**config.mk**
```make
export PLATFORM = sky130hd
export DESIGN_NAME = rftx_ctrl
export DESIGN_NICKNAME = d
export VERILOG_FILES = /design/src/verilog/rftx_pkg.sv /design/src/verilog/rftx_ctrl.sv /design/src/verilog/rftx_ramp.sv
export SDC_FILE = /design/constraint.sdc
export NUM_CORES = 1
export LEC_CHECK = 0
export ABC_AREA = 1
export BUFFER_PORTS_ARGS = -buffer_cell sky130_fd_sc_hd__buf_4
export CAP_MARGIN = 20
export CORE_MARGIN = 2
export CORE_UTILIZATION = 56
export DETAILED_ROUTE_END_ITERATION = 7
export GPL_ROUTABILITY_DRIVEN = 0
export PLACE_DENSITY = 0.78
export SLEW_MARGIN = 40
export SYNTH_ARGS = -nofsm -noshare
export SYNTH_HDL_FRONTEND = slang
export SYNTH_HIERARCHICAL = 1
export SYNTH_SLANG_ARGS = --single-unit
```
**constraint.sdc**
```tcl
create_clock -name clk -period 8.61 [get_ports clk]
set_clock_uncertainty 0.15 [all_clocks]
set_input_delay 1.2915 -clock clk [delete_from_list [all_inputs] [get_ports clk]]
set_output_delay 1.2915 -clock clk [all_outputs]
set_load 0.005 [all_outputs]
```
**src/verilog/rftx_pkg.sv**
```systemverilog
package rftx_pkg;
  // Register offsets (byte addresses, one 32-bit word each)
  localparam logic [7:0] OFF_CTRL   = 8'h00;
  localparam logic [7:0] OFF_STATUS = 8'h04;
  localparam logic [7:0] OFF_BAUD   = 8'h08;
  localparam logic [7:0] OFF_GDIV   = 8'h0c;
  localparam logic [7:0] OFF_FSK_DEVIATION_STEP   = 8'h10;
  localparam logic [7:0] OFF_CINT   = 8'h14;
  localparam logic [7:0] OFF_CFRAC  = 8'h18;
  localparam logic [7:0] OFF_AMP    = 8'h1c;
  localparam logic [7:0] OFF_ASKLO  = 8'h20;
  localparam logic [7:0] OFF_ASKHI  = 8'h24;
  localparam logic [7:0] OFF_RAMP   = 8'h28;
  localparam logic [7:0] OFF_STUP   = 8'h2c;
  localparam logic [7:0] OFF_PLEN   = 8'h30;

  // Control register fields
  localparam int CT_FSM    = 0;
  localparam int CT_AMPMAN = 1;
  localparam int CT_BYPASS = 2;
  localparam int CT_BOOST  = 3;
  localparam int CT_GAUSS  = 4;
  localparam int CT_NRZ    = 5;
  localparam int CT_MODE   = 6;
  localparam int CT_GO     = 8;

  // Amplifier and ramp register fields
  localparam int AMP_AMP_RAMP_TIME = 8;
  localparam int RAMP_RDIV = 8;

  // Values after reset
  localparam logic [7:0]  CTRL_RST  = 8'h00;
  localparam logic [15:0] BAUD_RST  = 16'h0050;
  localparam logic [11:0] GDIV_RST  = 12'h013;
  localparam logic [7:0]  FSK_DEVIATION_STEP_RST  = 8'h00;
  localparam logic [7:0]  CINT_RST  = 8'h00;
  localparam logic [20:0] CFRAC_RST = 21'h000000;
  localparam logic [7:0]  ASUP_RST  = 8'h00;
  localparam logic [7:0]  AMP_RAMP_TIME_RST = 8'h00;
  localparam logic [7:0]  ALVL_RST  = 8'h00;
  localparam logic [7:0]  SLOPE_RST = 8'h01;
  localparam logic [3:0]  RDIV_RST  = 4'h0;
  localparam logic [15:0] STUP_RST  = 16'h0100;
  localparam logic [7:0]  PLEN_RST  = 8'h01;

  // Fixed numbers of the payload fetch, amplifier and modulation path
  localparam logic [7:0]  RAM_BASE = 8'h80;
  localparam logic [14:0] DEV_MULT = 15'h005f;
  localparam logic [7:0]  IMP_FULL = 8'hff;
  localparam logic [3:0]  W_MID    = 4'h4;
  localparam logic [3:0]  W_TOP    = 4'h8;

  typedef enum logic [1:0] {MOD_FSK, MOD_OOK, MOD_ASK} rftx_mod_type;

  typedef struct packed {
    logic [7:0]  addr;
    logic [31:0] wdata;
    logic        wr;
    logic        rd;
  } rftx_bus_type;

  typedef struct packed {
    logic [15:0]  baud;
    logic [11:0]  gdiv;
    logic [7:0]   fsk_deviation_step;
    logic [7:0]   slope;
    logic [3:0]   rdiv;
    logic [7:0]   amp_ramp_time;
    logic         nrz;
    logic         gauss;
    rftx_mod_type mode;
  } rftx_cfg_type;
endpackage

```
**src/verilog/rftx_ctrl.sv**
```systemverilog
// The register addresses and the address-and-strobe port were left to the implementer.
`timescale 1ns/1ps
// Notes on behaviour
// - High chip selects the upper FSK tone, low chip the lower tone.
// - Tone offset is deviation times 95 in steps of crystal over 2^23.
// - Twelve-bit divider sets the Gaussian sample rate; 16x oversampling advised.
// - Gaussian option smooths tone steps; higher oversampling smooths less.
// - Controller switches the amplifier itself; in processor mode software uses manual enable.
// - FSK ramps amplifier impedance up and down at the ramp time setting.
// - Bypass bit selects battery voltage for the amplifier supply pin.
// - FSK and OOK hold the supply DAC at the supply level setting.
// - ASK moves the supply as a trapezoid between low and high levels.
// - Each ASK ramp lasts level span over crystal times slope plus fraction.
// - Oscillator boost is off after reset and follows the boost bit.
// - Controller waits the start-up count, then reports the stable flag.
// - Manchester bit rate is crystal over eight times baud divider plus one.
// - Chip rate is twice the Manchester bit rate; NRZ sends one bit per chip.
// - Controller enabled first; processor halted while payload bytes are fetched.
// - Center frequency is crystal times integer plus fraction over 2^21.
// - Baud ticks clock the encoder, which sends each byte MSB first.
module rftx_ctrl (
  // Clock and reset
  input  wire logic                  clk,
  input  wire logic                  rstn,
  // Register port
  input  wire rftx_pkg::rftx_bus_type bus,
  output logic [31:0]                rd_data_r,
  // Payload RAM
  output logic [7:0]                 ram_addr_r,
  output logic                       ram_rd_r,
  input  wire logic [7:0]            ram_rdata,
  // Processor
  output logic                       cpu_halt_r,
  // Oscillator
  output logic                       osc_enable_r,
  output logic                       osc_boost_enable_r,
  // Amplifier
  output logic                       amp_enable_r,
  output logic                       amp_bypass_r,
  output logic [7:0]                 amp_imp_level_r,
  output logic [7:0]                 amp_supply_pin_r,
  // Modulation
  output logic                       mod_data_r,
  output logic [30:0]                sdm_freq_word_r
);
  import rftx_pkg::*;

  typedef enum {ST_IDLE, ST_START, ST_FETCH, ST_LOAD, ST_RAMPUP, ST_SEND, ST_RAMPDN}
    rftx_state_type;

  rftx_state_type state_r, state_nxt;
  rftx_cfg_type   cfg_r;
  logic [7:0]     ctrl_r, fsk_deviation_step_r, cint_r, asup_r, amp_ramp_time_r, alo_r, ahi_r, slope_r, plen_r;
  logic [15:0]    baud_r, stup_r, wcnt_r;
  logic [11:0]    gdiv_r, gcnt_r;
  logic [20:0]    cfrac_r;
  logic [3:0]     rdiv_r, hist_r, wsum, w;
  logic [17:0]    ccnt_r;
  logic [7:0]     sh_r, pre_r, byte_r, icnt_r, imp_tgt, ask_tgt, ask_lvl;
  logic [2:0]     bit_r;
  logic           half_r, rd_d_r, stable_r, go, chip_tick, byte_end, tx_on, enc;
  logic [14:0]    dev;
  logic signed [20:0] prod;
  logic [30:0]    cw, sdm_nxt;

  function automatic logic wr_hit(input rftx_bus_type b, input logic [7:0] off);
    return b.wr && (b.addr == off);
  endfunction

  // start needs the enable bit already set
  assign go = wr_hit(bus, OFF_CTRL) && bus.wdata[CT_GO] && ctrl_r[CT_FSM];

  // Register writes
  always_ff @(posedge clk) begin
    if (!rstn) begin
      ctrl_r  <= CTRL_RST;
      baud_r  <= BAUD_RST;
      gdiv_r  <= GDIV_RST;
      fsk_deviation_step_r  <= FSK_DEVIATION_STEP_RST;
      cint_r  <= CINT_RST;
      cfrac_r <= CFRAC_RST;
      asup_r  <= ASUP_RST;
      amp_ramp_time_r <= AMP_RAMP_TIME_RST;
      alo_r   <= ALVL_RST;
      ahi_r   <= ALVL_RST;
      slope_r <= SLOPE_RST;
      rdiv_r  <= RDIV_RST;
      stup_r  <= STUP_RST;
      plen_r  <= PLEN_RST;
    end else begin
      if (wr_hit(bus, OFF_CTRL))  ctrl_r  <= bus.wdata[7:0];
      if (wr_hit(bus, OFF_BAUD))  baud_r  <= bus.wdata[15:0];
      if (wr_hit(bus, OFF_GDIV))  gdiv_r  <= bus.wdata[11:0];
      if (wr_hit(bus, OFF_FSK_DEVIATION_STEP))  fsk_deviation_step_r  <= bus.wdata[7:0];
      if (wr_hit(bus, OFF_CINT))  cint_r  <= bus.wdata[7:0];
      if (wr_hit(bus, OFF_CFRAC)) cfrac_r <= bus.wdata[20:0];
      if (wr_hit(bus, OFF_AMP)) begin
        asup_r  <= bus.wdata[7:0];
        amp_ramp_time_r <= bus.wdata[AMP_AMP_RAMP_TIME +: 8];
      end
      if (wr_hit(bus, OFF_ASKLO)) alo_r   <= bus.wdata[7:0];
      if (wr_hit(bus, OFF_ASKHI)) ahi_r   <= bus.wdata[7:0];
      if (wr_hit(bus, OFF_RAMP)) begin
        slope_r <= bus.wdata[7:0];
        rdiv_r  <= bus.wdata[RAMP_RDIV +: 4];
      end
      if (wr_hit(bus, OFF_STUP))  stup_r  <= bus.wdata[15:0];
      if (wr_hit(bus, OFF_PLEN))  plen_r  <= bus.wdata[7:0];
    end
  end

  // Register reads, data only in the cycle after the strobe
  always_ff @(posedge clk) begin
    if (!rstn) begin
      rd_data_r <= 32'h00000000;
    end else if (!bus.rd) begin
      rd_data_r <= 32'h00000000;
    end else begin
      case (bus.addr)
        OFF_CTRL:   rd_data_r <= {24'h000000, ctrl_r};
        OFF_STATUS: rd_data_r <= {28'h0000000, amp_enable_r, cpu_halt_r,
                                  state_r != ST_IDLE, stable_r};
        OFF_BAUD:   rd_data_r <= {16'h0000, baud_r};
        OFF_GDIV:   rd_data_r <= {20'h00000, gdiv_r};
        OFF_FSK_DEVIATION_STEP:   rd_data_r <= {24'h000000, fsk_deviation_step_r};
        OFF_CINT:   rd_data_r <= {24'h000000, cint_r};
        OFF_CFRAC:  rd_data_r <= {11'h000, cfrac_r};
        OFF_AMP:    rd_data_r <= {16'h0000, amp_ramp_time_r, asup_r};
        OFF_ASKLO:  rd_data_r <= {24'h000000, alo_r};
        OFF_ASKHI:  rd_data_r <= {24'h000000, ahi_r};
        OFF_RAMP:   rd_data_r <= {20'h00000, rdiv_r, slope_r};
        OFF_STUP:   rd_data_r <= {16'h0000, stup_r};
        OFF_PLEN:   rd_data_r <= {24'h000000, plen_r};
        default:    rd_data_r <= 32'h00000000;
      endcase
    end
  end

  // settings follow software only while idle
  always_ff @(posedge clk) begin
    if (!rstn) begin
      cfg_r <= '0;
    end else if (state_r == ST_IDLE) begin
      cfg_r <= '{baud: baud_r, gdiv: gdiv_r, fsk_deviation_step: fsk_deviation_step_r, slope: slope_r, rdiv: rdiv_r,
                 amp_ramp_time: amp_ramp_time_r, nrz: ctrl_r[CT_NRZ], gauss: ctrl_r[CT_GAUSS],
                 mode: rftx_mod_type'(ctrl_r[CT_MODE +: 2])};
    end
  end

  // Transmission sequence
  always_comb begin
    state_nxt = state_r;
    case (state_r)
      ST_IDLE:   if (go) state_nxt = ST_START;
      ST_START:  if (wcnt_r == stup_r) state_nxt = ST_FETCH;
      ST_FETCH:  state_nxt = ST_LOAD;
      ST_LOAD:   if (rd_d_r) state_nxt = ST_RAMPUP;
      ST_RAMPUP: if (amp_imp_level_r == imp_tgt) state_nxt = ST_SEND;
      ST_SEND:   if (byte_end && byte_r == plen_r - 8'h01) state_nxt = ST_RAMPDN;
      ST_RAMPDN: if (amp_imp_level_r == 8'h00) state_nxt = ST_IDLE;
      default:   state_nxt = ST_IDLE;
    endcase
    if (!ctrl_r[CT_FSM]) state_nxt = ST_IDLE;
  end

  always_ff @(posedge clk) begin
    if (!rstn) state_r <= ST_IDLE;
    else       state_r <= state_nxt;
  end

  // Oscillator start-up and status
  always_ff @(posedge clk) begin
    if (!rstn) begin
      wcnt_r       <= 16'h0000;
      stable_r     <= 1'b0;
      osc_enable_r <= 1'b0;
    end else begin
      wcnt_r       <= (state_r == ST_START) ? wcnt_r + 16'h0001 : 16'h0000;
      osc_enable_r <= state_nxt != ST_IDLE;
      // flag rises when the wait ends
      if (state_nxt == ST_IDLE)
        stable_r <= 1'b0;
      else if (state_r == ST_START && state_nxt == ST_FETCH)
        stable_r <= 1'b1;
    end
  end

  // chip every 4*(divider+1) clocks, Manchester bit every 8*(divider+1)
  assign chip_tick = (state_r == ST_SEND) && (ccnt_r == {cfg_r.baud, 2'b11});

  always_ff @(posedge clk) begin
    if (!rstn || state_r != ST_SEND || chip_tick) ccnt_r <= 18'h00000;
    else                                          ccnt_r <= ccnt_r + 18'h00001;
  end

  // NRZ spends one chip per bit, Manchester two
  assign byte_end = chip_tick && bit_r == 3'h0 && (cfg_r.nrz || half_r);
  assign enc      = sh_r[bit_r] ^ (half_r && !cfg_r.nrz);

  always_ff @(posedge clk) begin
    if (!rstn) begin
      sh_r   <= 8'h00;
      pre_r  <= 8'h00;
      bit_r  <= 3'h7;
      half_r <= 1'b0;
      byte_r <= 8'h00;
    end else if (state_r == ST_LOAD && rd_d_r) begin
      sh_r   <= ram_rdata;
      bit_r  <= 3'h7;
      half_r <= 1'b0;
      byte_r <= 8'h00;
    end else begin
      if (rd_d_r) pre_r <= ram_rdata;
      if (chip_tick) begin
        half_r <= !half_r && !cfg_r.nrz;
        if (cfg_r.nrz || half_r) bit_r <= bit_r - 3'h1;
        if (byte_end) begin
          sh_r   <= pre_r;
          byte_r <= byte_r + 8'h01;
        end
      end
    end
  end

  // payload read from RAM_BASE upward, one byte ahead
  always_ff @(posedge clk) begin
    if (!rstn) begin
      ram_rd_r   <= 1'b0;
      ram_addr_r <= 8'h00;
      rd_d_r     <= 1'b0;
    end else begin
      rd_d_r   <= ram_rd_r;
      ram_rd_r <= 1'b0;
      if (state_r == ST_FETCH) begin
        ram_rd_r   <= 1'b1;
        ram_addr_r <= RAM_BASE;
      end else if ((state_r == ST_LOAD && rd_d_r) || byte_end) begin
        ram_rd_r   <= 1'b1;
        ram_addr_r <= ram_addr_r + 8'h01;
      end
    end
  end

  // processor held while the controller runs
  always_ff @(posedge clk) begin
    if (!rstn) cpu_halt_r <= 1'b0;
    else       cpu_halt_r <= state_nxt != ST_IDLE;
  end

  always_ff @(posedge clk) begin
    if (!rstn) mod_data_r <= 1'b0;
    else       mod_data_r <= (state_r == ST_SEND) && enc;
  end

  always_ff @(posedge clk) begin
    if (!rstn) begin
      gcnt_r <= 12'h000;
      hist_r <= 4'h0;
    end else if (gcnt_r == cfg_r.gdiv) begin
      gcnt_r <= 12'h000;
      hist_r <= {hist_r[2:0], mod_data_r};
    end else begin
      gcnt_r <= gcnt_r + 12'h001;
    end
  end

  // weights 1, 4, 4, 1 over the last four samples
  assign wsum = {3'h0, hist_r[0]} + {3'h0, hist_r[3]} +
                {2'h0, hist_r[1], hist_r[1]} + {3'h0, hist_r[1]} +
                {2'h0, hist_r[2], hist_r[2]} + {3'h0, hist_r[2]};

  always_comb begin
    if (cfg_r.mode != MOD_FSK) w = W_MID;
    else if (cfg_r.gauss)      w = wsum;
    else                       w = mod_data_r ? W_TOP : 4'h0;
  end

  // offset of deviation times 95, scaled by weight
  assign dev     = 15'(cfg_r.fsk_deviation_step * DEV_MULT);
  assign prod    = 21'($signed({1'b0, dev})) * 21'($signed({1'b0, w}) - 5'sh04);
  // center word in steps of crystal over 2^23
  assign cw      = {cint_r, cfrac_r, 2'b00};
  assign sdm_nxt = cw + 31'(prod >>> 2);

  always_ff @(posedge clk) begin
    if (!rstn) sdm_freq_word_r <= 31'h00000000;
    else       sdm_freq_word_r <= sdm_nxt;
  end

  assign tx_on = ctrl_r[CT_FSM] ? (state_r == ST_RAMPUP || state_r == ST_SEND)
                                : ctrl_r[CT_AMPMAN];
  assign imp_tgt = tx_on ? IMP_FULL : 8'h00;

  always_ff @(posedge clk) begin
    if (!rstn) begin
      amp_enable_r       <= 1'b0;
      amp_bypass_r       <= 1'b0;
      osc_boost_enable_r <= 1'b0;
    end else begin
      amp_enable_r       <= ctrl_r[CT_FSM] ? (state_nxt == ST_RAMPUP || state_nxt == ST_SEND
                                              || state_nxt == ST_RAMPDN) : ctrl_r[CT_AMPMAN];
      amp_bypass_r       <= ctrl_r[CT_BYPASS];
      osc_boost_enable_r <= ctrl_r[CT_BOOST];
    end
  end

  // FSK impedance ramp, one step per ramp time plus one clocks
  always_ff @(posedge clk) begin
    if (!rstn) begin
      icnt_r          <= 8'h00;
      amp_imp_level_r <= 8'h00;
    end else if (cfg_r.mode != MOD_FSK) begin
      icnt_r          <= 8'h00;
      amp_imp_level_r <= imp_tgt;
    end else if (amp_imp_level_r == imp_tgt || icnt_r != cfg_r.amp_ramp_time) begin
      icnt_r <= (amp_imp_level_r == imp_tgt) ? 8'h00 : icnt_r + 8'h01;
    end else begin
      icnt_r          <= 8'h00;
      amp_imp_level_r <= tx_on ? amp_imp_level_r + 8'h01 : amp_imp_level_r - 8'h01;
    end
  end

  // trapezoid between low and high levels
  always_comb begin
    if (state_r == ST_SEND) ask_tgt = mod_data_r ? ahi_r : alo_r;
    else                    ask_tgt = tx_on ? alo_r : 8'h00;
  end

  rftx_ramp #(.LW(8)) u_ramp (
    .clk      (clk),
    .rstn     (rstn),
    .target   (ask_tgt),
    .slope    (cfg_r.slope),
    .rate_div (cfg_r.rdiv),
    .level_r  (ask_lvl)
  );

  // constant supply for FSK and OOK
  always_ff @(posedge clk) begin
    if (!rstn)                     amp_supply_pin_r <= 8'h00;
    else if (cfg_r.mode == MOD_ASK) amp_supply_pin_r <= ask_lvl;
    else                           amp_supply_pin_r <= tx_on ? asup_r : 8'h00;
  end

  fsk_tone_a: assert property (@(posedge clk) disable iff (!rstn)
    (cfg_r.mode == MOD_FSK && !cfg_r.gauss && mod_data_r)
      |=> sdm_freq_word_r == $past(cw) + 31'($past(dev)))
    else $error("upper tone word wrong");
  halt_busy_a: assert property (@(posedge clk) disable iff (!rstn)
    (state_r != ST_IDLE && $past(state_r) != ST_IDLE) |-> cpu_halt_r)
    else $error("processor not halted during transfer");
  pa_manual_a: assert property (@(posedge clk) disable iff (!rstn)
    (!ctrl_r[CT_FSM] && $stable(ctrl_r)) |=> amp_enable_r == $past(ctrl_r[CT_AMPMAN]))
    else $error("manual amplifier enable not followed");
  bypass_pin_a: assert property (@(posedge clk) disable iff (!rstn)
    $changed(ctrl_r[CT_BYPASS]) |=> amp_bypass_r == $past(ctrl_r[CT_BYPASS]))
    else $error("bypass not applied");
  supply_const_a: assert property (@(posedge clk) disable iff (!rstn)
    (ctrl_r[CT_FSM] && cfg_r.mode != MOD_ASK && state_r == ST_SEND)
      |=> amp_supply_pin_r == $past(asup_r))
    else $error("supply level not constant");
  ram_base_a: assert property (@(posedge clk) disable iff (!rstn)
    state_r == ST_FETCH |=> ram_rd_r && ram_addr_r == RAM_BASE)
    else $error("payload fetch not at base");
  start_wait_a: assert property (@(posedge clk) disable iff (!rstn)
    (ctrl_r[CT_FSM] && state_r == ST_START && wcnt_r != stup_r)
      |=> !stable_r ##0 state_r == ST_START)
    else $error("start-up wait cut short");
  cfg_hold_a: assert property (@(posedge clk) disable iff (!rstn)
    (state_r != ST_IDLE && $past(state_r) != ST_IDLE) |-> $stable(cfg_r))
    else $error("settings changed mid transmission");
  chip_gap_a: assert property (@(posedge clk) disable iff (!rstn)
    chip_tick |=> !chip_tick [*3])
    else $error("chip period below four clocks");

  send_seen_c:  cover property (@(posedge clk) disable iff (!rstn) state_r == ST_SEND);
  byte_next_c:  cover property (@(posedge clk) disable iff (!rstn)
    byte_end && state_nxt == ST_SEND);
  done_c:       cover property (@(posedge clk) disable iff (!rstn)
    state_r == ST_RAMPDN ##1 state_r == ST_IDLE);
endmodule // rftx_ctrl

```
**src/verilog/rftx_ramp.sv**
```systemverilog
`timescale 1ns/1ps
module rftx_ramp #(
  parameter int LW = 8
) (
  // Clock and reset
  input  wire logic          clk,
  input  wire logic          rstn,
  // Ramp settings
  input  wire logic [LW-1:0] target,
  input  wire logic [LW-1:0] slope,
  input  wire logic [3:0]    rate_div,
  // Supply level
  output logic      [LW-1:0] level_r
);
  logic [3:0]  acc_r;
  logic [4:0]  acc_sum;
  logic [LW:0] step;
  logic [LW:0] gap;

  assign acc_sum = {1'b0, acc_r} + {1'b0, rate_div} + 5'h01;
  assign step    = {1'b0, slope} + {{LW{1'b0}}, acc_sum[4]};
  assign gap     = (level_r < target) ? {1'b0, target - level_r} : {1'b0, level_r - target};

  always_ff @(posedge clk) begin
    if (!rstn) begin
      acc_r   <= 4'h0;
      level_r <= '0;
    end else begin
      acc_r <= acc_sum[3:0];
      if (gap <= step) begin
        level_r <= target;
      end else if (level_r < target) begin
        level_r <= level_r + step[LW-1:0];
      end else begin
        level_r <= level_r - step[LW-1:0];
      end
    end
  end

  no_overshoot_a: assert property (@(posedge clk) disable iff (!rstn)
    ($stable(target) && level_r <= target) |=> level_r <= $past(target))
    else $error("ramp level passed its target");

  ramp_arrive_a: assert property (@(posedge clk) disable iff (!rstn)
    (gap <= step) |=> level_r == $past(target))
    else $error("ramp did not settle on target");
endmodule // rftx_ramp

```
==> metrics.md, run 1 <==
| Metric | Value |
|---|---|
| Status | finished with violations |
| Failing checks | setup timing |
| Commonest cells in the netlist | inv_1 (489), nand2_1 (428), dfxtp_1 (415), nor2_1 (378), a21oi_1 (330) |
| Slowest cell on crit path | fa_1 |
| Initial antenna violation count | 0 |
| P_leak | approximately 13 nW |
| RSZ-0062 raised after global routing | true |
| CP Data Arrival Time | between 9000 and 10000 ps |
| TritonCTS clock tree | done |
| Seq/Total Area, Yosys | 0.3469 |
| Worst-Skew Late Latency | around 580 ps |
| Required time worst endpoint | ~9000 ps |
| First DRT Iteration DRCs | roughly 2300 |
| First-pass GRT wire length | between 100 and 150 mm |
| Final Hold Fails | 0 |
| CP Class | flip-flop to flip-flop |
| R2r setup slk | -480 ps |
| Die width | roughly 210 microns |
| H-tree levels | 2 |
| Period Utilization, post-route | 1.056 |
| Worst Tran Pin Value | 884.7 ps |
| Clk sinks | 415 |
| Flops & latches, synth | about 420 |
| Worst IR drop on VDD | about 0.21 mV |
| Max_cap viols | 0 |
| Netlist Area Pre-Place | between 20000 and 25000 sq um |
| Yosys warns | 6 |
| Worst Setup Slack, final | -480.8 ps |
| Chip height | between 200 and 250 microns |
| # rows | 75 |
| Initial Util | 0.5696 |
| Total GRT Usage | 0.3027 |
| Io pins | 146 |
| GRT overflow | 0 |
| Share of the synthesized area in the top cell type | 0.3469 |
| Filler Cell Count | 3175 |
| Port Buf Inserts | about 120 |
| Clock Tree Buf Depth | 3 |
| Main flop type after synthesis | dfxtp_1 |
| Largest cells by area after synthesis | dfxtp_1 (35%), ha_1 (8.2%), inv_1 (7.7%) |
| Post-synth cell types | 65 |
| DP HPWL | 50.12 mm |
| Share of cells above drive strength 1 | 0.1686 |
| CTS Hold Bufs | 0 |
| Top cell type by total area after synthesis | dfxtp_1 |
| Most used cell, CP | fa_1 |
| Via count | between 20000 and 25000 |
| Post-layout util | 0.6860 |
| Final Critical Period | about 9100 ps |
| Critical Path Max Stage Delay | between 500 and 600 ps |
| Critical path startpoint category | flip-flop |
| Slew Viols, Final | 0 |
| Pwr Density | 177.9 nW/um^2 |
| Largest net degree at the start of global routing | around 100 |
| Ys async rst share | 0 |
| Worst reg2reg path startpoint | cfg_r[28]$_SDFFE_PN0P_ |
| Fmax | between 0.1 and 0.15 GHz |
| Placement-stage cell area | 26070 sq um |
| CTS Buf Count | 43 |
| Syn_area_per_cell | between 7 and 8 sq um |
| Via density | around 5.7 |
| Post-synth EDFFs | 0 |
| Hold Crit Class | flip-flop to flip-flop |
| Reg clk slew, reported paths | approximately 60 ps |
| Most instantiated library cell after synthesis | inv_1 |
| Slew HR | 0.4039 |
| Die ar. | ~44000 sq um |
| Final setup vio count | 13 |
| Cells after Synth | about 3200 |
| Vias in the first global route | ~22000 |
| Area delta synth->final | 20.42% |
| Finished Cell Area | 28840 sq um |
| Wire length per cell | roughly 18 microns |
| Hold_sp | ram_rd_r$_SDFF_PN0_ |
| Root Driver | clkbuf_16 |
| Critical Path Sink Type | flip-flop |
| Core Region | roughly 42000 sq um |
| Crit path max fanout | 4 |
| Nets | around 3700 |
| Crit. Startpoint | cfg_r[28]$_SDFFE_PN0P_ |
| Drt first pass iters | 7 |
| WL final | slightly above 70 mm |
| Remaining routing DRC violations | 0 |
| Antenna cells | 0 |
| DRT antenna net count | 0 |
[worst max-delay path, delay by kind of cell, from the launching register on]
family          cells  cell delay [ps]
fa+ha+maj          10             4600
xor+xnor            2              470
simple gates        9              790
buf+inv            10              940
compound gates     11             1680
flops               1              330
[routing by layer]
metal / track usage / vias to the layer above / wire length [microns]
met3: 0.05665 / 298 / 6825
met1: 0.3759 / 10771 / 27720
li1: - / 10986 / -
met4: 0.1406 / 0 / 3746
met5: 0 / - / 0
met2: 0.5101 / 1150 / 33120
[what timing repair did]
item,in CTS,in global routing
endpoints found under the hold margin,0,0
pin swaps,51,76
setup endpoints to repair,12,18
buffers inserted,25,18
gates cloned,0,1
resized for setup,68,150
[sequential cells by signal, summed over array words and instances, names as in the netlist, 12 cells and up]
register / cells
gdiv_r: 12
gcnt_r: 12
state_r: 32
rd_data_r: 21
sdm_freq_word_r: 31
stup_r: 16
baud_r: 16
cfg_r: 60
cfrac_r: 21
wcnt_r: 16
ccnt_r: 18
[cells by family after synthesis]
logic type	count (synthesis)	synth area share
simple gates	1112	0.2038
xor+xnor	103	0.03798
buf+inv	608	0.09854
mux	2	0.0008360
fa+ha+maj	224	0.1383
flops	415	0.3469
compound gates	753	0.1735
other cells	1	0.0001566
[per-stage QoR]
step           setup WS [ps]  hold slack [ps]  instances  TNS, ps  power, mW
4_1_cts               -37.59            291.0       4020   -134.6      5.124
6_report              -480.8            288.5       4038    -2774      5.130
3_5_place_dp          -375.3            282.0       3917    -2627      3.206
3_3_place_gp          -207.4            275.5       3917   -818.5      3.149
2_1_floorplan          49.45            257.1       3257        0      3.016
5_1_grt               -785.9            339.5       4038    -7758      5.366
[layout by cell type, fill, tap and decap left out, types with 44 or more instances in the layout]
cell	count
nand3_1	133
dfxtp_1	412
clkbuf_16	44
o21ai_0	258
nand2_1	394
inv_1	473
buf_4	259
xor2_1	58
ha_1	128
nor2_1	357
a21oi_1	298
fa_1	68
[worst paths after layout]
| check | to | depth (start not counted) |
|---|---|---|
| max | sdm_freq_word_r[28]$_SDFF_PN0_ | 42 |
| min | rd_d_r$_SDFF_PN0_ | 2 |
| max reg2reg | sdm_freq_word_r[28]$_SDFF_PN0_ | 42 |
| min reg2reg | rd_d_r$_SDFF_PN0_ | 2 |
[where the power goes]
group	internal, mW	total [mW]	switching (mW)	leakage (nW)
combinational	0.456	1.18	0.719	8.99
clock	1.14	1.94	0.799	0.724
sequential	1.97	2.02	0.0505	3.36
[area by class of cell]
type                    count  area (sq um)  area share
clock buffers              61          1254     0.04347
clock inverters            17         220.2    0.007636
inverters                 497          1869     0.06482
multi-input cells        2234         14370      0.4982
flip-flops and latches    415          8314      0.2883
well taps                 539         674.4     0.02338
repair buffers            275          2141     0.07423
Note: power is estimated with default switching activity, not from simulation.
==> run 2: changes to the inputs <==
Settings changed: CORE_UTILIZATION 56 to 58, CTS_BUF_LIST set to sky130_fd_sc_hd__clkbuf_8, PLACE_DENSITY 0.78 to 0.81.
==> metrics.md, run 2 (same netlist as run 1, synthesis figures left out) <==
| Metric | Value |
|---|---|
| Status | finished with violations |
| Failing checks | setup timing |
| Drt first pass iters | 6 (-1) |
| Largest Register | cfg_r |
| Period Utilization, post-route | 1.072 (+0.01603) |
| Port Buf Inserts | 123 (unchanged) |
| Die ar. | 42930 sq um (-3.4%) |
| Placement-stage cell area | 26020 sq um (-0.19%) |
| Setup TNS | -5623 ps (-2850 ps) |
| First-pass GRT wire length | 111.6 mm (+2.9%) |
| Most common cell after layout, fill and taps aside | inv_1 |
| Pwr Density | 179.5 nW/um^2 (+0.89%) |
| Critical Path Sink Type | flip-flop |
| Largest registers | cfg_r: 60 flops, state_r: 32 flops, sdm_freq_word_r: 31 flops |
| Root Driver | clkbuf_8 |
| Finished Cell Area | 28750 sq um (-0.32%) |
| Clock power frac | 0.378 (about the same) |
| Area delta synth->final | 20.04% |
| Slowest cell on crit path | fa_1 |
| H-tree levels | 3 (+1) |
| P_leak | 13.15 nW (+0.60%) |
| Largest delay contributor family on the critical path | adder cells |
| Final Hold Fails | 0 (unchanged) |
| Worst reg2reg path startpoint | cfg_r[28]$_SDFFE_PN0P_ |
| Most used cell, CP | fa_1 |
| CTS Buf Count | 69 (+60%) |
| DRT antenna net count | 0 (unchanged) |
| Total GRT Usage | 0.3164 (+0.01369) |
| RSZ-0062 raised after global routing | true |
| Placed instance count | 3905 (-0.31%) |
| Worst IR drop on VDD | 0.1487 mV (-30%) |
| TritonCTS clock tree | done |
| Max reg flops | 60 (unchanged) |
| Hold Slack | 309.6 ps (+21.16 ps) |
| Required time worst endpoint | 8980 ps (about the same) |
| WL final | 74.29 mm (+4.0%) |
| Hold Crit Class | flip-flop to flip-flop |
| Chip height | 207.2 microns (-1.7%) |
| Final Critical Period | 9229 ps (+138.0 ps) |
| Sequential power share | 0.391 (-0.002) |
| Via density | 5.859 (+2.0%) |
| DP HPWL | 50.76 mm (+1.3%) |
| # rows | 74 (-1.3%) |
| Pre-CTS setup slack | -369.7 ps (+5.576 ps) |
| Pint | 3.525 mW (-1.0%) |
| Remaining routing DRC violations | 0 (unchanged) |
| Non-filler instance count after layout | 4083 (+1.1%) |
| Crit path max fanout | 4 (unchanged) |
| Gate power share | 0.232 (+0.003) |
| CP Data Arrival Time | 9600 ps (+150 ps) |
| Hold_sp | ram_rd_r$_SDFF_PN0_ |
| Share of cells above drive strength 1 | 0.1673 (-0.001296) |
| Design Power | 5.159 mW (+0.57%) |
| Slew HR | 0.4186 (+0.01462) |
| Critical path startpoint category | flip-flop |
| P_sw | 1.634 mW (+4.2%) |
| Max_cap viols | 0 (unchanged) |
| Nets | 3769 (+0.72%) |
| Clk sinks | 415 (unchanged) |
| Worst-Skew Late Latency | 640 ps (+60 ps) |
| R2r setup slk | -620 ps (-140 ps) |
| Sw Share | 0.3168 (+0.01114) |
| Reg clk slew, reported paths | 60 ps (about the same) |
| Worst r2r path cells | 50 (+19%) |
| Critical Path Max Stage Delay | 550 ps (about the same) |
| Hold EP | rd_d_r$_SDFF_PN0_ |
| Core Region | 40830 sq um (-2.9%) |
| Largest net degree at the start of global routing | 104 (unchanged) |
| Worst Tran Pin Value | 863.0 ps (-21.69 ps) |
| Clock Tree Buf Depth | 3 (unchanged) |
| Final setup vio count | 14 (+1) |
| Reg2Reg Capture Point | sdm_freq_word_r[30]$_SDFF_PN0_ |
| GRT overflow | 0 (unchanged) |
| Initial antenna violation count | 2 (+2) |
| Slew Viols, Final | 0 (unchanged) |
| Die width | 207.2 microns (-1.7%) |
| Vias in the first global route | 22736 (+3.9%) |
| CTS Hold Bufs | 0 (unchanged) |
| Initial Util | 0.5865 (+0.01686) |
| Wire length per cell | 18.20 microns (+2.9%) |
| Hold Path Stages | 2 (unchanged) |
| Commonest cells after routing, fill and taps aside | inv_1 (494), dfxtp_1 (411), nand2_1 (404) |
| Worst path bufs/invs | 11 (+1) |
| Post-layout util | 0.7041 (+0.01807) |
| Io pins | 146 (unchanged) |
| First DRT Iteration DRCs | 2612 (+16%) |
| Fmax | 0.1084 GHz (-1.5%) |
| CP Class | flip-flop to flip-flop |
| Via count | 23923 (+3.1%) |
| Worst Setup Slack, final | -618.9 ps (-138.0 ps) |
==> run 2: cell count changes in the layout (fill, tap and decap cells not counted), moves of 5 or more <==
cell | previous run | this run
clkbuf_8 | 11 | 90
clkbuf_16 | 44 | 0
inv_1 | 473 | 494
nor2_1 | 357 | 371
nand2_1 | 394 | 404
nand2_2 | 33 | 25
nor2_2 | 25 | 17
buf_4 | 259 | 266
clkbuf_1 | 7 | 0
nor2_4 | 12 | 6
a21oi_2 | 36 | 31
buf_6 | 13 | 8
ha_1 | 128 | 133
==> run 2: metal layers <==
metal  up-vias  global-route usage  wire length [microns]
met5         -                   0                     12
met4         2              0.1729                   4795
met3       390             0.07611                   7978
met2      1358              0.5322                  34450
met1     11107              0.3719                  27050
li1      11066                   -                      -
==> run 2: worst max-delay path by stage <==
stage | slack, ps | endpoint | cells after the start | startpoint
2_1_floorplan | 50 | sdm_freq_word_r[30]$_SDFF_PN0_ | 51 | cfg_r[29]$_SDFFE_PN0P_
3_3_place_gp | -160 | sdm_freq_word_r[30]$_SDFF_PN0_ | 51 | cfg_r[28]$_SDFFE_PN0P_
3_5_place_dp | -370 | sdm_freq_word_r[28]$_SDFF_PN0_ | 48 | cfg_r[28]$_SDFFE_PN0P_
4_1_cts | 9 | sdm_freq_word_r[25]$_SDFF_PN0_ | 45 | cfg_r[28]$_SDFFE_PN0P_
5_1_grt | -820 | sdm_freq_word_r[30]$_SDFF_PN0_ | 51 | cfg_r[28]$_SDFFE_PN0P_
6_report | -620 | sdm_freq_word_r[30]$_SDFF_PN0_ | 50 | cfg_r[28]$_SDFFE_PN0P_
==> run 2: tightest hold or removal path: cells and delay by family, from the launching register on <==
family,cells,cell delay (ps)
buf+inv,1,30
simple gates,1,70
flops,1,320
==> run 2: layout make-up <==
type                    count  area (sq um)
diodes                      1         2.502
clock inverters            38         326.6
clock buffers              90          1239
fillers                  3019         12080
flip-flops and latches    415          8315
inverters                 497          1867
multi-input cells        2234         14220
repair buffers            276          2112
well taps                 532         665.6
==> run 2: timing repair <==
action	4_1_cts	5_1_grt
endpoints found under the setup margin	11	18
setup buffers	33	19
gates resized for setup	65	107
pin swaps	50	76
==> run 2: power by group through the flow <==
| stage | clock [mW] | combinational, mW | sequential [mW] |
|---|---|---|---|
| 6_report | 1.95 | 1.19 | 2.02 |
| 5_1_grt | 2.04 | 1.33 | 2.02 |
| 4_1_cts | 1.96 | 1.16 | 2.01 |
| 3_5_place_dp | 0 | 1.15 | 2.06 |
| 3_3_place_gp | 0 | 1.09 | 2.06 |
| 2_1_floorplan | 0 | 0.975 | 2.04 |
